File: src/core/game_port_pkg.sv
// package: register map, field layout and timing constants of the game port
package game_port_pkg;

    // ========================================================================
    // register offsets
    localparam logic [9:0] OFS_STATUS_LO = 10'h000;
    localparam logic [9:0] OFS_STATUS_HI = 10'h001;
    localparam logic [9:0] OFS_XPOS_LO = 10'h008;
    localparam logic [9:0] OFS_XPOS_HI = 10'h009;
    localparam logic [9:0] OFS_YPOS_LO = 10'h00A;
    localparam logic [9:0] OFS_YPOS_HI = 10'h00B;
    localparam logic [9:0] OFS_CONTROL = 10'h00C;
    localparam logic [9:0] OFS_ALIAS_LO = 10'h200;
    localparam logic [9:0] OFS_ALIAS_HI = 10'h201;

    // ========================================================================
    // control register fields and reset
    localparam int CTL_POLL_BIT = 7;
    localparam int CTL_LEGACY_BIT = 6;
    localparam int CTL_CHOICE_BIT = 4;
    localparam logic [7:0] CTL_RESET = 8'h00;
    localparam logic [7:0] STATUS_RESET = 8'h00;

    // ========================================================================
    // widths and timing
    localparam int POS_W = 13;
    localparam int AXES = 4;
    localparam int PORTS = 2;
    // least one-shot length in ns before an axis may end
    localparam int ONESHOT_MIN_NS = 20;
    localparam int CLK_NS = 20;
    localparam int ONESHOT_MIN_CYC =
        (ONESHOT_MIN_NS + CLK_NS - 1) / CLK_NS;

    // ========================================================================
    // carriers
    typedef struct packed {
        logic [9:0] addr;
        logic wr;
        logic rd;
        logic [7:0] wdata;
    } host_req_s;

    typedef struct packed {
        logic [7:0] rdata;
        logic hit;
    } host_rsp_s;

    typedef struct packed {
        logic [AXES-1:0] comp;
        logic [3:0] button_n;
    } analog_pins_s;

endpackage

File: src/core/axis_position_store.sv
// small register file holding captured axis counts per digital port
`timescale 1ns/1ps
module axis_position_store
    import game_port_pkg::*;
#(
    parameter int W = POS_W
)
(
    // clock and reset
    input wire logic mclk,
    input wire logic rst_n,
    // write side: two entries per port, x and y
    input wire logic [PORTS*2-1:0] wr_en,
    input wire logic [PORTS*2*W-1:0] wr_data,
    // read side
    input wire logic rd_port,
    output logic [W-1:0] rd_x,
    output logic [W-1:0] rd_y
);
    typedef struct packed {
        logic [PORTS*2-1:0][W-1:0] mem;
        logic [W-1:0] x;
        logic [W-1:0] y;
    } store_s;

    store_s st_q;
    store_s st_d;

    // ========================================================================
    // entries 0/1 are port one x/y, 2/3 port two x/y
    always_comb
    begin
        st_d = st_q;
        for (int i = 0; i < PORTS*2; i++)
        begin
            if (wr_en[i])
            begin
                st_d.mem[i] = wr_data[i*W +: W];
            end
        end
        // registered read keeps data outputs off combinational paths
        st_d.x = st_q.mem[{rd_port, 1'b0}];
        st_d.y = st_q.mem[{rd_port, 1'b1}];
    end

    always_ff @(posedge mclk or negedge rst_n)
    begin
        if (!rst_n)
        begin
            st_q <= '0;
        end
        else
        begin
            st_q <= st_d;
        end
    end

    assign rd_x = st_q.x;
    assign rd_y = st_q.y;
endmodule // axis_position_store

File: src/core/joystick_game_port.sv
// game port: legacy status, control, axis one-shots and auto-poll counters
`timescale 1ns/1ps
module joystick_game_port
    import game_port_pkg::*;
#(
    parameter int W = POS_W
)
(
    // clock and reset
    input wire logic mclk,
    input wire logic rst_n,
    // host register access
    input wire game_port_pkg::host_req_s req,
    output game_port_pkg::host_rsp_s rsp,
    // analog port pins
    input wire game_port_pkg::analog_pins_s pins,
    // one-shot trigger to the external timing network
    output logic trigger,
    // current control state
    output logic auto_poll_enable,
    output logic legacy_decode_enable
);
    import game_port_pkg::*;

    typedef enum logic [2:0] {
        POLL_IDLE = 3'b001,
        POLL_RUN = 3'b010,
        POLL_DONE = 3'b100
    } poll_e;

    typedef struct packed {
        analog_pins_s sync1;
        analog_pins_s sync2;
        logic [7:0] ctl;
        logic trig;
        logic [AXES-1:0] running;
        logic [AXES-1:0][W-1:0] count;
        logic [7:0] min_cnt;
        poll_e poll;
        logic [7:0] rdata;
        logic hit;
    } state_s;

    state_s st_q;
    state_s st_d;

    logic [3:0] buttons;
    logic [AXES-1:0] axis_live;
    logic [7:0] status_val;
    logic legacy_hit;
    logic status_sel;
    logic [PORTS*2-1:0] store_wr;
    logic [PORTS*2*W-1:0] store_data;
    logic [W-1:0] pos_x;
    logic [W-1:0] pos_y;
    logic stick_b_button_two;
    logic stick_b_button_one;
    logic stick_a_button_two;
    logic stick_a_button_one;
    logic stick_b_vertical_timer;
    logic stick_b_horizontal_timer;
    logic stick_a_vertical_timer;
    logic stick_a_horizontal_timer;
    logic digital_port_choice;
    logic blank_done;
    logic [AXES-1:0] run_next;
    logic [AXES-1:0][W-1:0] cnt_next;
    logic [7:0] rd_val;
    logic rd_map;

    // ========================================================================
    // live status value built from synchronised pins
    // buttons pull low when pressed; inverted so 1 reads as pressed
    assign buttons = ~st_q.sync2.button_n;
    assign axis_live = st_q.running;
    // named button fields, pin order [0]=a1 [1]=a2 [2]=b1 [3]=b2
    assign stick_a_button_one = buttons[0];
    assign stick_a_button_two = buttons[1];
    assign stick_b_button_one = buttons[2];
    assign stick_b_button_two = buttons[3];
    // named timer fields, axis order [0]=a x [1]=a y [2]=b x [3]=b y
    assign stick_a_horizontal_timer = axis_live[0];
    assign stick_a_vertical_timer = axis_live[1];
    assign stick_b_horizontal_timer = axis_live[2];
    assign stick_b_vertical_timer = axis_live[3];
    assign digital_port_choice = st_q.ctl[CTL_CHOICE_BIT];
    always_comb
    begin
        status_val = {stick_b_button_two, stick_b_button_one,
            stick_a_button_two, stick_a_button_one,
            stick_b_vertical_timer, stick_b_horizontal_timer,
            stick_a_vertical_timer, stick_a_horizontal_timer};
    end

    // ========================================================================
    // address decode; block offsets always live, legacy only when enabled
    always_comb
    begin
        legacy_hit = st_q.ctl[CTL_LEGACY_BIT] &&
            (req.addr == OFS_ALIAS_LO || req.addr == OFS_ALIAS_HI);
        status_sel = legacy_hit || req.addr == OFS_STATUS_LO ||
            req.addr == OFS_STATUS_HI;
    end

    // ========================================================================
    // per-axis capture into the position store: entries follow axis order
    // a-x, a-y feed port one, b-x, b-y feed port two
    genvar g;
    generate
        for (g = 0; g < AXES; g++)
        begin : g_axis
            assign store_wr[g] = st_q.ctl[CTL_POLL_BIT] &&
                st_q.poll == POLL_DONE;
            assign store_data[g*W +: W] = st_q.count[g];
        end
    endgenerate

    // ========================================================================
    // per-axis one-shot tracking, one counter per axis
    // limitation: the external one-shot must rise in the same clock as the
    // trigger, or the stale low behind the synchroniser ends the axis early
    assign blank_done = st_q.min_cnt >= 8'(ONESHOT_MIN_CYC);
    generate
        for (g = 0; g < AXES; g++)
        begin : g_timer
            // saturate rather than wrap on an open axis
            assign cnt_next[g] = (st_q.running[g] && st_q.count[g] != '1) ?
                st_q.count[g] + W'(1) : st_q.count[g];
            assign run_next[g] = st_q.running[g] &&
                !(!st_q.sync2.comp[g] && blank_done);
        end
    endgenerate

    axis_position_store #(
        .W(W)
    ) u_store (
        .mclk(mclk),
        .rst_n(rst_n),
        .wr_en(store_wr),
        .wr_data(store_data),
        .rd_port(digital_port_choice),
        .rd_x(pos_x),
        .rd_y(pos_y)
    );

    // ========================================================================
    // read mux; unmapped offsets answer zero and raise no hit
    always_comb
    begin
        rd_val = 8'h00;
        rd_map = 1'b1;
        if (status_sel)
        begin
            rd_val = status_val;
        end
        else
        begin
            unique case (req.addr)
                OFS_CONTROL:
                begin
                    rd_val = {st_q.ctl[7:4], buttons};
                end
                OFS_XPOS_LO:
                begin
                    rd_val = pos_x[7:0];
                end
                OFS_XPOS_HI:
                begin
                    rd_val = {3'b000, pos_x[W-1:8]};
                end
                OFS_YPOS_LO:
                begin
                    rd_val = pos_y[7:0];
                end
                OFS_YPOS_HI:
                begin
                    rd_val = {3'b000, pos_y[W-1:8]};
                end
                default:
                begin
                    rd_map = 1'b0;
                end
            endcase
        end
    end

    // ========================================================================
    // next-state logic
    always_comb
    begin
        st_d = st_q;
        // two-flop synchroniser on every pin input
        st_d.sync1 = pins;
        st_d.sync2 = st_q.sync1;
        st_d.trig = 1'b0;

        // host writes
        if (req.wr)
        begin
            if (status_sel)
            begin
                st_d.trig = 1'b1;
            end
            if (req.addr == OFS_CONTROL)
            begin
                // low nibble and bit 5 stay zero: writes there are dropped
                st_d.ctl[CTL_POLL_BIT] = req.wdata[CTL_POLL_BIT];
                st_d.ctl[CTL_LEGACY_BIT] = req.wdata[CTL_LEGACY_BIT];
                st_d.ctl[CTL_CHOICE_BIT] = req.wdata[CTL_CHOICE_BIT];
            end
        end

        // auto-poll fires its own trigger whenever no poll is running and none was fired last cycle
        if (st_q.ctl[CTL_POLL_BIT] && st_q.poll != POLL_RUN &&
            !st_q.trig)
        begin
            st_d.trig = 1'b1;
        end

        // axis one-shots: start on trigger, end when comparator falls
        if (st_q.trig)
        begin
            st_d.running = '1;
            st_d.count = '0;
            st_d.min_cnt = 8'h00;
            st_d.poll = POLL_RUN;
        end
        else
        begin
            if (st_q.min_cnt < 8'(ONESHOT_MIN_CYC))
            begin
                st_d.min_cnt = st_q.min_cnt + 8'h01;
            end
            // per-axis next values come from the timer generate loop
            st_d.count = cnt_next;
            st_d.running = run_next;
            unique case (st_q.poll)
                POLL_IDLE:
                begin
                    st_d.poll = POLL_IDLE;
                end
                POLL_RUN:
                begin
                    if (st_d.running == '0)
                    begin
                        st_d.poll = POLL_DONE;
                    end
                end
                POLL_DONE:
                begin
                    st_d.poll = POLL_IDLE;
                end
                default:
                begin
                    st_d.poll = POLL_IDLE;
                end
            endcase
        end

        // read data, captured one cycle after the read strobe
        st_d.hit = req.rd && rd_map;
        st_d.rdata = req.rd ? rd_val : 8'h00;
    end

    // ========================================================================
    // state register
    always_ff @(posedge mclk or negedge rst_n)
    begin
        if (!rst_n)
        begin
            st_q <= '0;
            st_q.ctl <= CTL_RESET;
            st_q.sync1.button_n <= 4'hF;
            st_q.sync2.button_n <= 4'hF;
            st_q.poll <= POLL_IDLE;
        end
        else
        begin
            st_q <= st_d;
        end
    end

    // ========================================================================
    // outputs
    assign rsp.rdata = st_q.rdata;
    assign rsp.hit = st_q.hit;
    assign trigger = st_q.trig;
    assign auto_poll_enable = st_q.ctl[CTL_POLL_BIT];
    assign legacy_decode_enable = st_q.ctl[CTL_LEGACY_BIT];
endmodule // joystick_game_port

File: config.mk
export PLATFORM = sky130hd
export DESIGN_NAME = joystick_game_port
export DESIGN_NICKNAME = d
export VERILOG_FILES = /design/src/core/game_port_pkg.sv /design/src/core/axis_position_store.sv /design/src/core/joystick_game_port.sv
export SDC_FILE = /design/constraint.sdc
export NUM_CORES = 1
export LEC_CHECK = 0
export ABC_AREA = 1
export BUFFER_PORTS_ARGS = -buffer_cell sky130_fd_sc_hd__buf_4
export CORE_MARGIN = 2
export CORE_UTILIZATION = 35
export DETAILED_ROUTE_END_ITERATION = 8
export GPL_TIMING_DRIVEN = 0
export HOLD_SLACK_MARGIN = 0.1
export SYNTH_ARGS = -nofsm -noshare
export SYNTH_HDL_FRONTEND = slang
export SYNTH_SLANG_ARGS = --single-unit
File: constraint.sdc
create_clock -name mclk -period 2 [get_ports mclk]
set_clock_uncertainty 0.1 [all_clocks]
set_input_delay 0.2 -clock mclk [delete_from_list [all_inputs] [get_ports mclk]]
set_output_delay 0.2 -clock mclk [all_outputs]
set_load 0.01 [all_outputs]
# Yosys cells after proc, flatten, opt, wreduce, memory -nomap -nowiden
# Index checks and enable logic that the tools add are counted.
op_classes:
  add_sub_neg: 5
  multipliers: 0
  div_mod_pow: 0
  n_lt_le_gt_ge: 4
  eq_ne: 16
  shifts: 0
  n_mux: 20
  bitwise: 1
  reduce_logical: 38
op_table:
  columns: ["op", "n"]
  rows:
  - ["2-to-1 mux 13 bit", 8]
  - ["2-to-1 mux 67 bit", 1]
  - ["adder 13 x 1 -> 13 bit, second input constant", 4]
  - ["inequality test 13 bit, second input constant", 4]
  - ["equality test 10 x 4 -> 1 bit, second input constant", 5]
  - ["case mux 8 bit (5 select lines)", 1]
  - ["2-to-1 mux 8 bit", 3]
  - ["equality test 10 bit, second input constant", 2]
  - ["logical AND 1 bit", 17]
  - ["equality test 10 x 1 -> 1 bit, second input constant", 1]
  - ["zero test 10 bit", 1]
  - ["nonzero test 2 bit", 5]
  - ["zero test 1 bit", 9]
  - ["adder 8 x 1 -> 8 bit, second input constant", 1]
  - [">= comparator 8 x 1 -> 1 bit, second input constant", 1]
  - ["less-than comparator 8 x 1 -> 1 bit, second input constant", 1]
  - ["less-than comparator 2 x 3 -> 1 bit, second input constant", 2]
  - ["2-to-1 mux 3 bit", 2]
  - ["2-to-1 mux 1 bit", 5]
  - ["OR reduction 5 bit", 1]
  - ["zero test 4 bit", 1]
  - ["NOT 4 bit", 1]
  - ["equality test 3 x 2 -> 1 bit, second input constant", 1]
  - ["equality test 3 bit, second input constant", 1]
  - ["4 further kinds", 6]
totals:
  ff_bits: 174
  latchBits: 0
  mem_bits_rw: 0
  mem_bits_ro: 0
  inputBits: 30
  out_inout_bits: 12
  wordCells: 105
  n_memories: 0

# Logic depth before layout (Yosys ltp)
depth:
  word_depth: 8
  mapped_depth: 12

# By module
# From an unflattened synthesis, not the netlist that was laid out.
hier_totals:
  cells_unflattened: 1002
  hier_area_um2: 8316.7
by_module_without_submodules:
  columns: ["module", "n_inst", "cells_each", "area_per_inst_um2"]
  rows:
  - ["joystick_game_port", 1, 646, 5112.4]
  - ["axis_position_store", 1, 356, 3204.3]

# Worst setup path after synthesis
# OpenSTA, ideal clock, no wires.
synth_path:
  path_type: "reg-to-reg"
  startpoint: "register st_q[46] (netlist name)"
  endpoint: "register st_q[56] (netlist name)"
  setup_time_ps: 122
  arrival_time_ps: 1420
  setup_slack_ps: 358
  path_stages_with_launch: 11
  n_path_buf: 0
  synth_period_minus_slack_ps: 1642
  path_cell_list: "dfrtp_1 ha_1 nand3_2 nor3_2 nand3_1 nand2_1 inv_2 nor2_4 inv_2 nand2_1 o21ai_1"
synth_between:
  elab_chain_cells: 3
  word_cells_on_any_way: 6
  classes_between: "1 x add/sub; 1 x eq/ne; 2 x mux; 2 x reduce/logical"
synth_lines:
  columns: ["item", "line", "text"]
  rows:
  - ["start, declared", "joystick_game_port.sv:44", "state_s st_q;"]
  - ["start signal, assigned", "joystick_game_port.sv:279", "st_q <= st_d;"]
  - ["adder 13 x 1 -> 13 bit or inequality test 13 bit (tied branches)", "joystick_game_port.sv:128, joystick_game_port.sv:127", null]
  - ["2-to-1 mux 13 bit or logical AND 1 bit (tied branches)", "joystick_game_port.sv:127", "assign cnt_next[g] = (st_q.running[g] && st_q.count[g] != '1) ?"]
  - ["2-to-1 mux 67 bit or nonzero test 2 bit (tied branches)", null, null]
# Several ways; a longest one is shown, not always the timed one. The select of a mux whose other input is x is not followed.
# A chain may end at the register's enable or synchronous reset.

# Worst setup path in the final report
layout_path:
  startpoint: "register st_q[59] (netlist name)"
  endpoint: "register st_q[69] (netlist name)"
# Same word-level chain as after synthesis.

==> impl_metrics.yaml <==
cts:
  cts_htree_levels: 4
  worst_skew_pair.late_latency_ns: 0.43
  clock_tree.root_cell: "sky130_fd_sc_hd__clkbuf_16"
  clock_tree.buffer_depth: 2
  cts-buffers-inserted: 17
  path_clk_slew_ns: 0.07
  clock_sinks: 174
  tritoncts: "done"
power:
  power.switching_mw: 2.03
  power.internal_mw: 5.82
  power_mw: 7.85
  clk_network_pwr_share_pct: 43.5
  total_leakage_power_nw: 4.45
  seq_power_share_pct: 48.1
  power_switching_share_pct: 25.9
  worst_ir_drop_vdd_uv: 610
  power.combinational.fraction_pct: 8.4
  power.density_mw_per_mm2: 831
yosys:
  synth_compound_gate_area_share_pct: 8.16
  synth-simple-area-share_pct: 22.5
  synth_top_family_by_area: "simple AND/OR/NAND/NOR gates"
  post-synth-top-area-cell: "sky130_fd_sc_hd__dfrtp_1"
  netlist_area_mm2: 0.00797
  post_synth_xor_area_fraction_pct: 1.98
  yosys_register_bits: 174
  postSynthNetCount: 924
  synth.top_cells.by_area: "sky130_fd_sc_hd__dfrtp_1 52%, sky130_fd_sc_hd__nand2_1 8.3%, sky130_fd_sc_hd__o21ai_0 4.6%"
  ys.warnings.count: 0
  post-synth-top-area-fraction_pct: 51.8
  ys_dominant_reg_cell: "sky130_fd_sc_hd__dfrtp_1"
  yosys.cell_types.count: 34
  syn-mean-instance-area_um2: 8.98
  arithmetic_cell_share_of_the_synthesized_area_counting_full_adders_half_adders_and_majority_gates_pct: 1.10
  synthCells: 887
  synth-edff-count: 0
  synth_async_sr_flop_share_pct: 100
  yosysSeqAreaShare_pct: 54.8
  multiplexer_share_of_the_synthesized_area_pct: 4.10
place:
  place_hpwl_mm: 13.7
  io_buffer_count: 35
  detailedPlace.worstSlack_ns: 0.0232
  final_weighted_congestion_in_routability_driven_placement: 0.863
setup_path:
  critical_path.startpoint_type: "flip-flop"
  timing_worst_setup_path_type: "reg -> reg"
  worst-path-max-fanout: 8
  reg2reg_start: "st_q[59]"
  data_arrival_time_at_the_worst_slack_endpoint_ns: 2.06
  worst-endpoint-required_ns: 2.21
  startpoint: "st_q[59]"
  worstSetupEndpointType: "flip-flop"
  r2r_cells: 10
  reg2reg_setup_slack_ns: 0.15
  crit_end: "st_q[69]"
  rr_endpoint: "st_q[69]"
detailed_routing:
  first_pass_iters: 5
  drc_errors: 0
  totalWireLength_mm: 19.1
  routed_wire_length_per_instance_um: 15.1
  route.detailed.vias_per_inst: 4.80
  drc_marker_count_from_the_first_detailed_route_iteration: 394
  total_via_count_in_the_routed_design: 6040
  ant_nets: 0
timing:
  setup-violations-final: 0
  relSlewSlack_pct: 48.8
  period_needed_ns: 1.85
  unrepaired_setup_endpoints_after_global_routing: "false"
  pin_slew_with_the_least_headroom_to_its_limit_ns: 0.769
  drv_slew: 0
  post-route-worst-setup-slack_ns: 0.154
  max_freq_mhz: 542
  min_period_over_period_pct: 92.3
  timing_hold_violations_final: 0
  setup_total_negative_slack_ns: 0
outcome:
  outcome: "finished clean"
floorplan:
  area_enclosed_by_the_die_boundary_mm2: 0.0240
  die_y_um: 155
  floorplan.die.width_um: 155
  placementRows: 55
  design.core.area_mm2: 0.0225
  floorplan.initialDensity_pct: 35.4
  ioPinCount: 42
finish:
  areaGrowthSynthToFinish_pct: 18.5
  layout_cell_share_with_drive_strength_beyond_1_pct: 19.1
  n_antenna_cell: 0
  layout.nets: 997
global_routing:
  antenna_found_initial: 0
  grt_util_all_layers_pct: 16.6
  grt_first_pass_wirelength_mm: 31.0
  grt_max_degree: 104
  gr-total-overflow: 0
  grt_pass1_vias: 5925
job:
  drv.max_cap_violation_count: 0
hold_path:
  hold_path_class: "in -> reg"
  hold_path_startpoint: "req[10]"
worst min path at each step:
stage | cells after the start | to
finish | 5 | rsp[2]
global route | 5 | rsp[2]
CTS | 5 | rsp[5]
detailed placement | 1 | u_store.st_q[43]
global placement | 1 | st_d[92]
floorplan | 0 | auto_poll_enable
timing repair:
action                                  CTS  global route
resized for setup                         0            14
endpoints found under the setup margin    0            25
buffers inserted                          0             2
hold endpoints to repair                110             0
hold buffers                             15             0
area by class of cell:
type,count,area (um2)
Tap cell,285,357
Multi-Input combinational cell,574,3060
Fill cell,2187,13100
Clock inverter,14,170
Buffer,37,205
Clock buffer,18,439
Inverter,103,387
Timing Repair Buffer,53,463
Sequential cell,174,4370
worst max-delay path, stage by stage (launching register included):
cell,delay [ns]
sky130_fd_sc_hd__dfrtp_1,0.38
sky130_fd_sc_hd__ha_2,0.21
sky130_fd_sc_hd__nand3_1,0.13
sky130_fd_sc_hd__nor2_2,0.21
sky130_fd_sc_hd__nand2_2,0.11
sky130_fd_sc_hd__nor2_4,0.15
sky130_fd_sc_hd__nand2_2,0.10
sky130_fd_sc_hd__nand2_4,0.11
sky130_fd_sc_hd__nand2_4,0.09
sky130_fd_sc_hd__nand2_1,0.08
sky130_fd_sc_hd__o21ai_1,0.06
routing by layer:
metal / vias up / GRT usage (%) / share of wire [%]
li1: 3003 / - / -
met4: 0 / 6.35 / 2.1
met3: 31 / 2.79 / 3.4
met5: - / 0 / 0
met2: 125 / 27.3 / 47
met1: 2881 / 22.1 / 47
sequential cells by signal, summed over array words and instances, names as in the netlist:
| register | count |
|---|---|
| st_q | 71 |
| digital_port_choice | 1 |
| st_d | 8 |
| rsp | 9 |
| legacy_decode_enable | 1 |
| trigger | 1 |
| u_store.rd_y | 13 |
| u_store.st_q | 52 |
| axis_live | 4 |
| u_store.rd_x | 13 |
| auto_poll_enable | 1 |
kinds of logic (layout without fill, tap and decap cells):
kind of cell / after synthesis / count (layout)
adder cells (fa/ha/maj): 7 / 7
AO/OA/AOI/OAI: 118 / 118
buffers and inverters: 140 / 225
multiplexers: 29 / 29
XOR/XNOR: 18 / 18
flip-flops: 174 / 174
AND/OR/NAND/NOR: 401 / 402
stage by stage:
step	std cells	util [%]	instance area (um2)	hold slack [ns]
after CTS	1255	41.7	9380	0.121
final	1258	42.0	9440	0.133
after floorplan	887	-	7970	-0.196
after detailed placement	1208	38.3	8620	0.211
after global placement	1207	38.2	8590	0.210
after global routing	1258	42.0	9440	0.173
Yosys cell counts (2+ instances only):
cell	number
sky130_fd_sc_hd__nand3_2	4
sky130_fd_sc_hd__nor3_2	2
sky130_fd_sc_hd__dfstp_2	9
sky130_fd_sc_hd__inv_2	11
sky130_fd_sc_hd__nor3_1	32
sky130_fd_sc_hd__nor2_1	88
sky130_fd_sc_hd__nor2_2	7
sky130_fd_sc_hd__clkbuf_1	14
sky130_fd_sc_hd__inv_1	91
sky130_fd_sc_hd__nand2_4	5
sky130_fd_sc_hd__nand2_2	6
sky130_fd_sc_hd__buf_1	5
sky130_fd_sc_hd__o21ai_2	12
sky130_fd_sc_hd__nand2_1	177
sky130_fd_sc_hd__dfrtp_1	165
sky130_fd_sc_hd__nand3b_1	2
sky130_fd_sc_hd__mux2_2	29
sky130_fd_sc_hd__o21ai_1	12
sky130_fd_sc_hd__xor2_1	18
sky130_fd_sc_hd__buf_2	5
sky130_fd_sc_hd__o21ai_0	74
sky130_fd_sc_hd__nor2_4	3
sky130_fd_sc_hd__nand4_1	13
sky130_fd_sc_hd__ha_1	7
sky130_fd_sc_hd__nand3_1	62
sky130_fd_sc_hd__buf_4	11
sky130_fd_sc_hd__a21oi_1	15
sky130_fd_sc_hd__buf_6	2
layout by cell type (no fill, tap or decap), drive strengths merged, types with 13 or more instances in the layout:
| cell type | count |
|---|---|
| dfrtp | 165 |
| nand4 | 13 |
| nand3 | 66 |
| a21oi | 15 |
| mux2 | 29 |
| buf | 60 |
| dlygate4sd3 | 15 |
| nor2 | 98 |
| nand2 | 189 |
| inv | 110 |
| nor3 | 34 |
| o21ai | 98 |
| xor2 | 18 |
| clkbuf | 33 |
power by group through the flow:
stage	combinational [mW]	clock [mW]	sequential, mW
after global placement	0.594	0	3.83
after global routing	0.776	3.63	3.78
final	0.662	3.41	3.77
after detailed placement	0.621	0	3.83
after floorplan	0.367	0	3.80
after CTS	0.647	3.47	3.77
No activity file was read; power rests on OpenSTA's default activity.
